===== config.mk =====
export PLATFORM = sky130hd
export DESIGN_NAME = ibcs_isa_cycle
export DESIGN_NICKNAME = d
export VERILOG_FILES = /design/src/shared/ibcs_pkg.sv /design/src/design/ibcs_decode.sv /design/src/design/ibcs_wait_ctr.sv /design/src/design/ibcs_isa_cycle.sv
export SDC_FILE = /design/constraint.sdc
export NUM_CORES = 1
export LEC_CHECK = 0
export ABC_AREA = 1
export BUFFER_PORTS_ARGS = -buffer_cell sky130_fd_sc_hd__clkbuf_2
export CORE_MARGIN = 4
export CORE_UTILIZATION = 25
export DETAILED_ROUTE_END_ITERATION = 12
export PLACE_DENSITY_LB_ADDON = 0.08
export SLEW_MARGIN = 20
export SYNTH_ARGS = -nofsm -noshare
export SYNTH_HDL_FRONTEND = slang
export SYNTH_SLANG_ARGS = --single-unit

===== constraint.sdc =====
create_clock -name core_clk -period 1.8 [get_ports core_clk]
set_input_delay 0.09 -clock core_clk [delete_from_list [all_inputs] [get_ports core_clk]]
set_output_delay 0.09 -clock core_clk [all_outputs]
set_load 0.05 [all_outputs]

===== src/shared/ibcs_pkg.sv =====
package ibcs_pkg;

  // ****************************************
  // Cycle owners
  // ****************************************
  localparam logic [1:0] OWN_CPU  = 2'h0;  // Processor cycle
  localparam logic [1:0] OWN_DMA  = 2'h1;  // DMA cycle
  localparam logic [1:0] OWN_RFSH = 2'h2;  // Refresh cycle

  // ****************************************
  // Wait states (one T2 is one core clock)
  // ****************************************
  localparam int WAIT_8BIT  = 4;  // Default 8-bit cycle waits
  localparam int WAIT_16BIT = 1;  // Default 16-bit cycle waits
  localparam int WAIT_ROM   = 1;  // BIOS ROM: exactly one wait

  // ****************************************
  // Address decode
  // ****************************************
  localparam logic [15:0] KBD_DATA_PORT = 16'h0060;  // Keyboard data port
  localparam logic [15:0] KBD_CMD_PORT  = 16'h0064;  // Keyboard command port
  localparam logic [3:0]  LOW_MB_TOP    = 4'h0;      // addr[23:20] below 1 MB
  localparam logic [3:0]  ROM_SEG       = 4'hF;      // addr[19:16] of BIOS ROM

  // ****************************************
  // Reset values
  // ****************************************
  localparam logic STRAP_RESET = 1'b1;  // Strap value before first sample

  // ****************************************
  // Cycle engine states
  // ****************************************
  typedef enum logic [3:0] {
    IBCS_IDLE = 4'b0001,  // Waiting for request
    IBCS_ADDR = 4'b0010,  // T1, address latch pulse
    IBCS_CMD  = 4'b0100,  // Command active, T2 states
    IBCS_HOLD = 4'b1000   // Command off, data hold
  } ibcs_state_t;

endpackage


===== src/design/ibcs_decode.sv =====
`timescale 1ns/100ps
module ibcs_decode (
  input  wire logic [23:0] addr,
  input  wire logic        is_io,
  input  wire logic        kbd_disable,
  output logic             rom_hit,
  output logic             kbd_hit,
  output logic             low_mb
);

  // ****************************************
  // Decode of a request address
  // ****************************************
  wire logic below_mb;  // Memory below one megabyte
  wire logic kbd_port;  // I/O to either keyboard port

  assign below_mb = addr[23:20] == ibcs_pkg::LOW_MB_TOP;
  assign kbd_port = addr[15:0] == ibcs_pkg::KBD_DATA_PORT || addr[15:0] == ibcs_pkg::KBD_CMD_PORT;

  // Low megabyte flag only for memory cycles
  assign low_mb  = !is_io && below_mb;
  // BIOS ROM lives in the top segment of the first megabyte
  assign rom_hit = !is_io && below_mb && addr[19:16] == ibcs_pkg::ROM_SEG;
  // Keyboard select gated by the disable bit
  assign kbd_hit = is_io && kbd_port && !kbd_disable;

endmodule


===== src/design/ibcs_wait_ctr.sv =====
`timescale 1ns/100ps
module ibcs_wait_ctr #(
  parameter int WW = 4
) (
  input  wire logic          core_clk,
  input  wire logic          rst,
  input  wire logic          load,
  input  wire logic [WW-1:0] load_val,
  input  wire logic          fixed,
  input  wire logic          chan_ready,
  input  wire logic          zws_en,
  input  wire logic          zws_n,
  output logic               first,
  output logic               last
);

  // ****************************************
  // Wait-state counter
  // ****************************************
  logic [WW-1:0] cnt;       // Waits still to run
  logic          first_q;   // Marks first T2 of the cycle

  // Load at cycle start, then count down to zero
  always_ff @(posedge core_clk) begin
    if (rst) begin
      cnt     <= '0;
      first_q <= 1'b0;
    end else begin
      first_q <= load;
      if (load) begin
        cnt <= load_val;
      end else if (cnt != '0) begin
        cnt <= cnt - 1'b1;
      end
    end
  end

  assign first = first_q;
  // Fixed-length cycles ignore ready and zero-wait, so the length never moves
  assign last = fixed ? (cnt == '0) :
                ((cnt == '0) && chan_ready) || (zws_en && !zws_n);

endmodule


===== src/design/ibcs_isa_cycle.sv =====
`timescale 1ns/100ps
// How it works
// - Drive SA[1:0] except under ISA master
// - Sixteen-bit two-way ISA data path
// - Pulse ALE at each started cycle
// - Sample master's high byte enable
// - Drive strobes for CPU/DMA, else receive
// - Flag memory below one megabyte
// - Drive 16-bit memory select low for masters
// - 16-bit I/O select avoids byte split
// - Channel ready low stretches the cycle
// - Strap at reset picks shared input
// - BIOS ROM cycles take one wait
// - ROM enable from end of first to end of last T2
// - ROM may be 8 or 16 bits wide
// - Select also for ports 60h and 64h
// - Disable bit blocks keyboard select
module ibcs_isa_cycle #(
  parameter int W8  = ibcs_pkg::WAIT_8BIT,
  parameter int W16 = ibcs_pkg::WAIT_16BIT,
  parameter int WW  = 4
) (
  input  wire logic        core_clk,
  input  wire logic        rst,
  // Request side
  input  wire logic        req_valid,
  output logic             req_ready,
  input  wire logic [1:0]  req_owner,
  input  wire logic        req_io,
  input  wire logic        req_write,
  input  wire logic        req_word,
  input  wire logic [23:0] req_addr,
  input  wire logic [15:0] req_wdata,
  output logic             done,
  output logic [15:0]      rd_data,
  // Board options
  input  wire logic        master_active,
  input  wire logic        rom_wide,
  input  wire logic        kbd_disable,
  input  wire logic        multipurpose_strap_zero,
  // ISA pins
  input  wire logic [1:0]  sa_in,
  output logic [1:0]       sa_out,
  output logic             sa_oe,
  input  wire logic [15:0] sd_in,
  output logic [15:0]      sd_out,
  output logic             sd_oe,
  output logic             ale,
  input  wire logic        sbhe_in_n,
  output logic             sbhe_out_n,
  output logic             sbhe_oe,
  input  wire logic [3:0]  cmd_in_n,
  output logic [3:0]       cmd_out_n,
  output logic             cmd_oe,
  output logic             low_megabyte_select_n,
  input  wire logic        mcs16_in_n,
  output logic             mcs16_out_n,
  output logic             mcs16_oe,
  input  wire logic        iocs16_n,
  input  wire logic        iochrdy,
  input  wire logic        zws_lrdy_in_n,
  output logic             local_ready_n,
  output logic             bios_rom_select_n,
  // Master-cycle samples
  output logic [1:0]       master_sa,
  output logic             master_sbhe_n,
  output logic [3:0]       master_cmd_n
);

  // ****************************************
  // Parameter check
  // ****************************************
  generate
    if (W8 < 1 || W16 < 0 || W8 >= (1 << WW) || W16 >= (1 << WW)) begin : g_bad
      $error("wait counts do not fit the counter");
    end
  endgenerate

  localparam logic [WW-1:0] W8_V  = WW'(W8);                 // 8-bit waits
  localparam logic [WW-1:0] W16_V = WW'(W16);                // 16-bit waits
  localparam logic [WW-1:0] WROM_V = WW'(ibcs_pkg::WAIT_ROM); // ROM waits

  // ****************************************
  // State and latched request
  // ****************************************
  ibcs_pkg::ibcs_state_t state;       // Cycle engine state
  ibcs_pkg::ibcs_state_t next_state;  // Next engine state
  logic [23:0] cur_addr;   // Address of cycle
  logic [15:0] cur_wdata;  // Write data
  logic [1:0]  cur_owner;  // Owner of cycle
  logic        cur_io;     // I/O rather than memory
  logic        cur_write;  // Write rather than read
  logic        cur_word;   // Word requested
  logic        cur_rom;    // BIOS ROM cycle
  logic        cur_kbd;    // Keyboard port cycle
  logic        cur_lowmb;  // Memory below 1 MB
  logic        is16;       // Cycle runs 16 bits wide
  logic        hi_phase;   // Second byte of split word
  logic        strap;      // Latched strap, 1 = zero-wait input
  logic        rom_oe;     // ROM output enable
  logic        kbd_sel;    // Keyboard select active

  // ****************************************
  // Decode and timing helpers
  // ****************************************
  wire logic dec_rom;    // Request hits BIOS ROM
  wire logic dec_kbd;    // Request hits keyboard port
  wire logic dec_lowmb;  // Request below 1 MB
  wire logic take;       // Request accepted
  wire logic size16;     // Slave claims 16-bit width
  wire logic wait_first; // First T2 in progress
  wire logic wait_last;  // Last T2 in progress
  wire logic cmd_end;    // Command phase ends this edge
  wire logic split;      // Word needs two byte cycles
  wire logic finish;     // Whole transfer ends
  wire logic drive_cmd;  // Device owns the strobes
  wire logic in_cmd;     // Command phase
  wire logic [WW-1:0] wait_load;  // Waits for this cycle

  ibcs_decode u_decode (
    .addr        (req_addr),
    .is_io       (req_io),
    .kbd_disable (kbd_disable),
    .rom_hit     (dec_rom),
    .kbd_hit     (dec_kbd),
    .low_mb      (dec_lowmb)
  );

  // Width claim: I/O select, memory select, or the ROM's own width
  assign size16 = cur_io ? !iocs16_n : (cur_rom ? rom_wide : !mcs16_in_n);
  assign wait_load = cur_rom ? WROM_V : (size16 && cur_word && !cur_addr[0] ? W16_V : W8_V);

  ibcs_wait_ctr #(
    .WW (WW)
  ) u_wait (
    .core_clk   (core_clk),
    .rst        (rst),
    .load       (state == ibcs_pkg::IBCS_ADDR),
    .load_val   (wait_load),
    .fixed      (cur_rom),
    .chan_ready (iochrdy),
    .zws_en     (strap),
    .zws_n      (zws_lrdy_in_n),
    .first      (wait_first),
    .last       (wait_last)
  );

  assign in_cmd  = state == ibcs_pkg::IBCS_CMD;
  assign cmd_end = in_cmd && wait_last;
  assign split   = cur_word && !is16 && !hi_phase;
  assign finish  = state == ibcs_pkg::IBCS_HOLD && !split;
  assign take    = req_valid && req_ready;
  // Refresh has no read or write strobe from us; masters own all strobes
  assign drive_cmd = !master_active && !(state != ibcs_pkg::IBCS_IDLE && cur_owner == ibcs_pkg::OWN_RFSH);

  // Requests only while idle and no master holds the bus
  assign req_ready = state == ibcs_pkg::IBCS_IDLE && !master_active;

  // ****************************************
  // Next-state logic
  // ****************************************
  always_comb begin
    next_state = state;
    unique case (state)
      ibcs_pkg::IBCS_IDLE: begin
        if (take) begin
          next_state = ibcs_pkg::IBCS_ADDR;
        end
      end
      ibcs_pkg::IBCS_ADDR: begin
        next_state = ibcs_pkg::IBCS_CMD;
      end
      ibcs_pkg::IBCS_CMD: begin
        if (wait_last) begin
          next_state = ibcs_pkg::IBCS_HOLD;
        end
      end
      ibcs_pkg::IBCS_HOLD: begin
        // Second byte starts a fresh cycle with its own address latch pulse
        next_state = split ? ibcs_pkg::IBCS_ADDR : ibcs_pkg::IBCS_IDLE;
      end
    endcase
  end

  // ****************************************
  // Engine registers
  // ****************************************
  always_ff @(posedge core_clk) begin
    if (rst) begin
      state <= ibcs_pkg::IBCS_IDLE;
    end else begin
      state <= next_state;
    end
  end

  // Latch request and its decode
  always_ff @(posedge core_clk) begin
    if (rst) begin
      cur_addr  <= '0;
      cur_wdata <= '0;
      cur_owner <= ibcs_pkg::OWN_CPU;
      cur_io    <= 1'b0;
      cur_write <= 1'b0;
      cur_word  <= 1'b0;
      cur_rom   <= 1'b0;
      cur_kbd   <= 1'b0;
      cur_lowmb <= 1'b0;
    end else if (take) begin
      cur_addr  <= req_addr;
      cur_wdata <= req_wdata;
      cur_owner <= req_owner;
      cur_io    <= req_io;
      cur_write <= req_write;
      cur_word  <= req_word;
      cur_rom   <= dec_rom;
      cur_kbd   <= dec_kbd;
      cur_lowmb <= dec_lowmb;
    end
  end

  // Width decided once the slave has seen the address
  always_ff @(posedge core_clk) begin
    if (rst) begin
      is16     <= 1'b0;
      hi_phase <= 1'b0;
    end else begin
      if (state == ibcs_pkg::IBCS_ADDR && !hi_phase) begin
        is16 <= cur_word && !cur_addr[0] && size16;
      end
      if (take) begin
        hi_phase <= 1'b0;
      end else if (state == ibcs_pkg::IBCS_HOLD && split) begin
        hi_phase <= 1'b1;
      end
    end
  end

  // Read capture and completion pulse
  always_ff @(posedge core_clk) begin
    if (rst) begin
      rd_data <= '0;
      done    <= 1'b0;
    end else begin
      done <= finish;
      if (cmd_end && !cur_write) begin
        if (hi_phase) begin
          rd_data[15:8] <= sd_in[7:0];
        end else if (is16) begin
          rd_data <= sd_in;
        end else begin
          rd_data[7:0] <= sd_in[7:0];
        end
      end
    end
  end

  // ****************************************
  // Strap and shared input
  // ****************************************
  // Strap is caught while reset is held, so the pin function is stable after
  always_ff @(posedge core_clk) begin
    if (rst) begin
      strap <= multipurpose_strap_zero;
    end
  end

  // Local ready forwarded only when strapped that way
  always_ff @(posedge core_clk) begin
    if (rst) begin
      local_ready_n <= 1'b1;
    end else begin
      local_ready_n <= strap | zws_lrdy_in_n;
    end
  end

  // ****************************************
  // ROM and keyboard select
  // ****************************************
  // ROM enable rises at end of first T2, falls at end of last T2
  always_ff @(posedge core_clk) begin
    if (rst) begin
      rom_oe  <= 1'b0;
      kbd_sel <= 1'b0;
    end else begin
      if (cmd_end) begin
        rom_oe <= 1'b0;
      end else if (in_cmd && wait_first && cur_rom) begin
        rom_oe <= 1'b1;
      end
      kbd_sel <= cur_kbd && next_state == ibcs_pkg::IBCS_CMD;
    end
  end

  assign bios_rom_select_n = !(rom_oe || kbd_sel);

  // ****************************************
  // Data and address pins
  // ****************************************
  // Data loaded at each address phase; in the second byte cycle the high byte rides both lanes
  always_ff @(posedge core_clk) begin
    if (rst) begin
      sd_out <= '0;
    end else if (state == ibcs_pkg::IBCS_ADDR) begin
      sd_out <= hi_phase ? {cur_wdata[15:8], cur_wdata[15:8]} : cur_wdata;
    end
  end

  // Only processor writes put data on the bus; DMA data comes from the card
  assign sd_oe = !master_active && cur_write && cur_owner == ibcs_pkg::OWN_CPU &&
                 (in_cmd || state == ibcs_pkg::IBCS_HOLD);

  assign sa_out = {cur_addr[1], cur_addr[0] | hi_phase};
  assign sa_oe  = !master_active;
  assign ale    = state == ibcs_pkg::IBCS_ADDR;

  // High byte enabled for even word or odd byte
  assign sbhe_out_n = !((cur_word && !hi_phase && !cur_addr[0]) || sa_out[0]);
  assign sbhe_oe    = !master_active;

  // ****************************************
  // Command strobes: {mem write, mem read, io write, io read}
  // ****************************************
  assign cmd_out_n[0] = !(in_cmd && cur_io && !cur_write);
  assign cmd_out_n[1] = !(in_cmd && cur_io && cur_write);
  assign cmd_out_n[2] = !(in_cmd && !cur_io && !cur_write);
  assign cmd_out_n[3] = !(in_cmd && !cur_io && cur_write);
  assign cmd_oe       = drive_cmd;

  assign low_megabyte_select_n = !(state != ibcs_pkg::IBCS_IDLE && cur_lowmb);

  // Memory select held low while a master owns the bus
  assign mcs16_out_n = 1'b0;
  assign mcs16_oe    = master_active;

  // ****************************************
  // Master-cycle sampling
  // ****************************************
  always_ff @(posedge core_clk) begin
    if (rst) begin
      master_sa     <= '0;
      master_sbhe_n <= 1'b1;
      master_cmd_n  <= 4'hF;
    end else if (master_active) begin
      master_sa     <= sa_in;
      master_sbhe_n <= sbhe_in_n;
      master_cmd_n  <= cmd_in_n;
    end
  end

endmodule


### Yosys cells after proc, flatten, opt, wreduce, memory -nomap -nowiden

Index checks and enable logic that the tools add are counted.

* $add $sub $neg: 1
* multiply operators: 0
* divide/modulo/power cells: 0
* magnitude comparators: 0
* eq/ne operators: 10
* shifts and indexed selects: 0
* mux-type cells: 14
* bitwise gates (word level): 3
* reduce and logical (&&, ||, !) cells: 71

Operators with widths (number)
* logical AND 1 bit: 36
* == test 16 x 7 -> 1 bit (second input constant): 2
* two-way mux 8 bit: 3
* logical NOT 1 bit: 20
* two-way mux 4 bit: 4
* one-hot mux 4 bit (4 select lines): 1
* == test 4 x 3 -> 1 bit (second input constant): 2
* == test 4 bit (second input constant): 2
* logical NOT 4 bit: 2
* two-way mux 3 bit: 2
* logical OR 1 bit: 5
* == test 4 x 1 -> 1 bit (second input constant): 1
* == test 4 x 2 -> 1 bit (second input constant): 1
* inequality test 4 x 1 -> 1 bit (second input constant): 1
* AND reduction 2 bit: 2
* nonzero test 2 bit: 2
* nonzero test 4 bit: 1
* OR reduction 2 bit: 2
* subtractor 4 x 1 -> 4 bit (second input constant): 1
* two-way mux 1 bit: 3
* == test 2 bit (second input constant): 1
* logical NOT 2 bit: 1
* two-way mux 2 bit: 1
* OR 1 bit: 2
* NOT 1 bit: 1

* register bits: 81
* latch bits: 0
* RAM bits: 0
* memory bits (read-only): 0
* bits of input ports: 79
* word-level logic and storage cells: 124
* memories kept: 0

### Logic depth before layout (Yosys ltp)

* depth after elaboration: 8
* depth in mapped cells: 9

### By module

Synthesis repeated with hierarchy kept, for this count alone.

* cell total of the unflattened synthesis: 501
* area, all modules: 3699.8 um^2

By module, submodules not included
* ibcs_isa_cycle: times used 1, cells an instance 435, area an instance 3315.7 um^2, seq. area each 1531.5 um^2
* ibcs_wait_ctr: times used 1, cells an instance 46, area an instance 291.5 um^2, seq. area each 100.1 um^2
* ibcs_decode: times used 1, cells an instance 20, area an instance 92.6 um^2, seq. area each 0.0 um^2

### Worst setup path before layout

Ideal clock, no wire load.

* path type: register to output
* start point: register hi_phase
* end point: output port sbhe_out_n
* data arrival time: 1938 ps
* required time: 1710 ps
* setup slack: -228 ps
* cell stages (with the launch flop): 6
* buffers on the path: 2
* cell sequence: dfxtp_1 buf_2 inv_1 clkbuf_1 nand2_1 nor2_1

RTL lines
* from (decl): line ibcs_isa_cycle.sv:98 `logic hi_phase;`
* from (signal assigned): line ibcs_isa_cycle.sv:225 `hi_phase <= 1'b0;`
* from (signal assigned): line ibcs_isa_cycle.sv:231 `hi_phase <= 1'b0;`
* from (signal assigned): line ibcs_isa_cycle.sv:233 `hi_phase <= 1'b1;`
* OR 1 bit: line ibcs_isa_cycle.sv:312 `assign sa_out = {cur_addr[1], cur_addr[0] | hi_phase};`
* named net sa_out[0]: line ibcs_isa_cycle.sv:43 `output logic [1:0] sa_out,`
* logical OR 1 bit: line ibcs_isa_cycle.sv:317 `assign sbhe_out_n = !((cur_word && !hi_phase && !cur_addr[0]) || sa_out[0]);`
* logical NOT 1 bit: line ibcs_isa_cycle.sv:317
* to (decl): line ibcs_isa_cycle.sv:50 `output logic sbhe_out_n,`

The timed path passes the listed nets, and every way through them passes these cells.

### Worst setup path in the final report

* start point: register state[3]
* end point: output port sd_oe

* word-level cells in the longest chain between the ends: 3

Ends and longest elaborated chain
* from (decl): line ibcs_isa_cycle.sv:86 `ibcs_pkg::ibcs_state_t state;`
* from (signal assigned): line ibcs_isa_cycle.sv:190 `state <= ibcs_pkg::IBCS_IDLE;`
* from (signal assigned): line ibcs_isa_cycle.sv:192 `state <= next_state;`
* == test 4 x 3 -> 1 bit / == test 4 bit (equally long branches): line ibcs_isa_cycle.sv:148, ibcs_isa_cycle.sv:310
* logical OR 1 bit *: line ibcs_isa_cycle.sv:310 `(in_cmd || state == ibcs_pkg::IBCS_HOLD);`
* logical AND 1 bit *: line ibcs_isa_cycle.sv:309 `assign sd_oe = !master_active && cur_write && cur_owner == ibcs_pkg::OWN_CPU &&`
* to (decl): line ibcs_isa_cycle.sv:47 `output logic sd_oe,`

Mark *: on every way between the ends. The rest lies on a longest branch, timed or not.

==> summary.md <==
| Metric | Value |
|---|---|
| Count of TritonRoute iterations in the first routing pass | `4` |
| Post-Route Skew | `0.00455 ns` |
| Number of antenna violations at the first check in global routing | `0` |
| First-pass GRT wire length | `17.0 mm` |
| Number of enable flip-flop cells after synthesis | `1` |
| Element type at the critical path start | `flop` |
| Number of failing hold endpoints at the final stage | `0` |
| Distinct cells, synth | `35` |
| Required time at the endpoint of the critical path | `approximately 1.7 ns` |
| Period utilization | `0.927` |
| Cell area after placement | `~0.0043 mm2` |
| Highest clock frequency the design can meet | `~600 MHz` |
| Floorplan die height | `between 100 and 150 um` |
| Count of final setup violators | `0` |
| Category of the worst setup path capture point | `output port` |
| Cell Area, Synth | `0.00345 mm2` |
| Post-layout min period | `1.67 ns` |
| Number of maximum-capacitance constraint violations | `0` |
| Number of CTS-inserted buffers | `9` |
| Worst min path class | `input port to flop` |
| Sequential power share | `0.428` |
| Sink count of the clock tree | `~80` |
| Most frequent standard cell in the layout excluding fill and tap cells | `sky130_fd_sc_hd__nand2_1` |
| Worst Setup Path Type | `flop to output port` |
| CP Data Arrival Time | `1.58 ns` |
| Proportion of synthesized flip-flops having asynchronous set or reset | `0` |
| Highest-count cells in the layout ignoring fill and taps | `sky130_fd_sc_hd__nand2_1, sky130_fd_sc_hd__clkbuf_2, sky130_fd_sc_hd__dfxtp_1` |
| Post-route worst hold slack | `roughly 0.032 ns` |
| Post-Syn Nets | `554` |
| Number of input and output port buffers inserted | `approximately 130` |
| Post-Syn Area per Cell | `between 7 and 8 um2` |
| Clock share of power | `0.415` |
| Combinational Power Share | `0.157` |
| Switching share of power | `0.281` |
| Final wirelength | `about 10 mm` |
| Post-detailed-route count of antenna-violating nets | `0` |
| Final TNS setup | `0 ns` |
| Violation count after the first detailed-route iteration | `between 150 and 200` |
| TritonCTS clock tree | `built` |
| IR drop worst, VDD | `about 0.50 mV` |
| Power per cell area | `909 mW/mm2` |
| Clock root buffer | `sky130_fd_sc_hd__clkbuf_16` |
| Clock-pin transition on the worst setup and hold timing paths | `0.06 ns` |
| Area share of the largest cell type after synthesis | `0.464` |
| Total overflow reported by the global router | `0` |
| Total internal power | `approximately 3.3 mW` |
| Total power | `4.52 mW` |
| RSZ-0062 raised after global routing | `false` |
| Post-synthesis sequential area ratio | `0.473` |
| Final routed DRC violation total | `0` |
| Number of global-route vias before repair | `between 3000 and 4000` |
| Io pins | `between 100 and 150` |
| Post-route cell area | `just under 0.005 mm2` |
| Number of cell rows | `42` |
| Die width | `126 um` |
| Routability congestion estimate from global placement | `about 0.81` |
| Avg Vias per Cell | `roughly 4` |
| Switching power | `roughly 1.3 mW` |
| Core outline area | `~0.013 mm2` |
| Initial Utilization | `0.258` |
| Warning count from the yosys run | `0` |
| Maximum fanout count along the critical path | `9` |
| Outcome | `completed` |
| H-tree lvl count | `3` |
| Register bit total from synthesis | `between 80 and 90` |
| Die footprint | `0.0158 mm2` |
| # placed instances | `approximately 770` |
| Antenna fix cells | `0` |
| Share of cells above drive strength 1 | `0.284` |
| Synth Flop Type | `sky130_fd_sc_hd__dfxtp_1` |
| Count of pins over their slew limit | `0` |
| Routed wirelength normalized by instance count | `~12 um` |
| Synth area leader | `sky130_fd_sc_hd__dfxtp_1` |
| R2R Setup Slk | `between 0.2 and 0.3 ns` |
| Number of non-filler instances in the completed layout | `a little over 800` |
| Core utilization of the finished layout | `0.371` |
| Via Count | `3400` |
| Post-synthesis instance total | `474` |
| Layout net count | `about 720` |
| Worst slack after detailed placement | `0.245 ns` |
| Cell types occupying the most area after synthesis | `sky130_fd_sc_hd__dfxtp_1, sky130_fd_sc_hd__nand2_1, sky130_fd_sc_hd__nor2_1` |
| Leakage power | `around 2.4 nW` |
| Clock latency reported for the late side of the worst-skew pair | `between 0.3 and 0.4 ns` |
| Maximum number of pins on one net before global-route repair | `29` |
| Min setup slack post-route | `approximately 0.13 ns` |
| Clock tree buffer depth | `2` |
| Area growth from synthesis to final layout | `44.1%` |
| Overall fraction of global-route tracks in use | `0.134` |
| Post-DP HPWL | `7.30 mm` |
==> cells in the mapped netlist, types with 2 or more instances <==
cell type,count
sky130_fd_sc_hd__a21oi_1,12
sky130_fd_sc_hd__buf_2,6
sky130_fd_sc_hd__buf_4,6
sky130_fd_sc_hd__buf_6,6
sky130_fd_sc_hd__clkbuf_1,3
sky130_fd_sc_hd__dfxtp_1,80
sky130_fd_sc_hd__inv_1,49
sky130_fd_sc_hd__inv_2,6
sky130_fd_sc_hd__nand2_1,152
sky130_fd_sc_hd__nand2_2,5
sky130_fd_sc_hd__nand3_1,15
sky130_fd_sc_hd__nand3b_1,2
sky130_fd_sc_hd__nand4_1,5
sky130_fd_sc_hd__nand4_4,2
sky130_fd_sc_hd__nor2_1,56
sky130_fd_sc_hd__nor2_2,2
sky130_fd_sc_hd__nor2_4,3
sky130_fd_sc_hd__nor3_1,3
sky130_fd_sc_hd__o21ai_0,36
sky130_fd_sc_hd__o21ai_1,10
==> flip-flops by register name (all words and copies together), names as in the netlist, 2 cells and up <==
| signal | cells |
|---|---|
| cur_addr | 2 |
| cur_owner | 2 |
| cur_wdata | 16 |
| master_cmd_n | 4 |
| master_sa | 2 |
| rd_data | 16 |
| sd_out | 16 |
| state | 4 |
| u_wait.cnt | 4 |
==> power groups by stage <==
stage                     Sequential, mW  Combinational (mW)  Clock [mW]
after floorplan                     2.01               0.419           0
after global placement              1.97               0.650           0
after detailed placement            1.97               0.657           0
after CTS                           1.93               0.722        1.97
after global routing                1.94               0.805        2.02
final                               1.93               0.710        1.88
==> path summary, 6_finish.rpt <==
check / from / endpoint / cells past startpoint
worst max-delay path: state[3] / sd_oe / 6
worst min-delay path: req_addr[0] / cur_addr[0] / 3
worst max register to register: state[0] / u_wait.cnt[1] / 6
worst min register to register: cur_kbd / kbd_sel / 2
==> kinds of logic (layout without fill, tap and decap cells) <==
kind of cell | count (synthesis) | after routing | share of synthesized area
xor gates and xnor gates | 1 | 1 | 0.00254
other | 1 | 1 | 0.00109
AOI/OAI and AO/OA | 62 | 62 | 0.0921
buffers and inverters | 77 | 252 | 0.105
and+or+nand+nor | 251 | 251 | 0.323
DFF | 81 | 81 | 0.473
adders and majority gates | 1 | 1 | 0.00362
==> final cells by class <==
type                            count  area, um2
Fill cell                        1436       8430
Sequential cell                    81       1630
Multi-Input combinational cell    316       1470
Timing Repair Buffer              180       1130
Clock buffer                        9        225
Tap cell                          176        220
Inverter                           56        214
Clock inverter                      7       75.1
==> critical path, cell delays in order (launching register included) <==
cell	delay [ns]
sky130_fd_sc_hd__dfxtp_1	0.37
sky130_fd_sc_hd__inv_1	0.09
sky130_fd_sc_hd__nand2_2	0.08
sky130_fd_sc_hd__nor2_8	0.22
sky130_fd_sc_hd__inv_1	0.11
sky130_fd_sc_hd__a21oi_2	0.17
sky130_fd_sc_hd__clkbuf_8	0.21
==> repair_timing <==
action / 4_1_cts / 5_1_grt
hold buffers: 38 / 0
endpoints found under the hold margin: 38 / 0
endpoints found under the setup margin: 2 / 2
buffers inserted: 0 / 2
resized for setup: 3 / 2
==> layer usage <==
layer | share of wire | global-route usage
met5 | 0 | 0
met3 | 0.049 | 0.0439
met2 | 0.49 | 0.230
met4 | 0.011 | 0.0389
met1 | 0.45 | 0.160
Power figures use the tool's default switching activity.
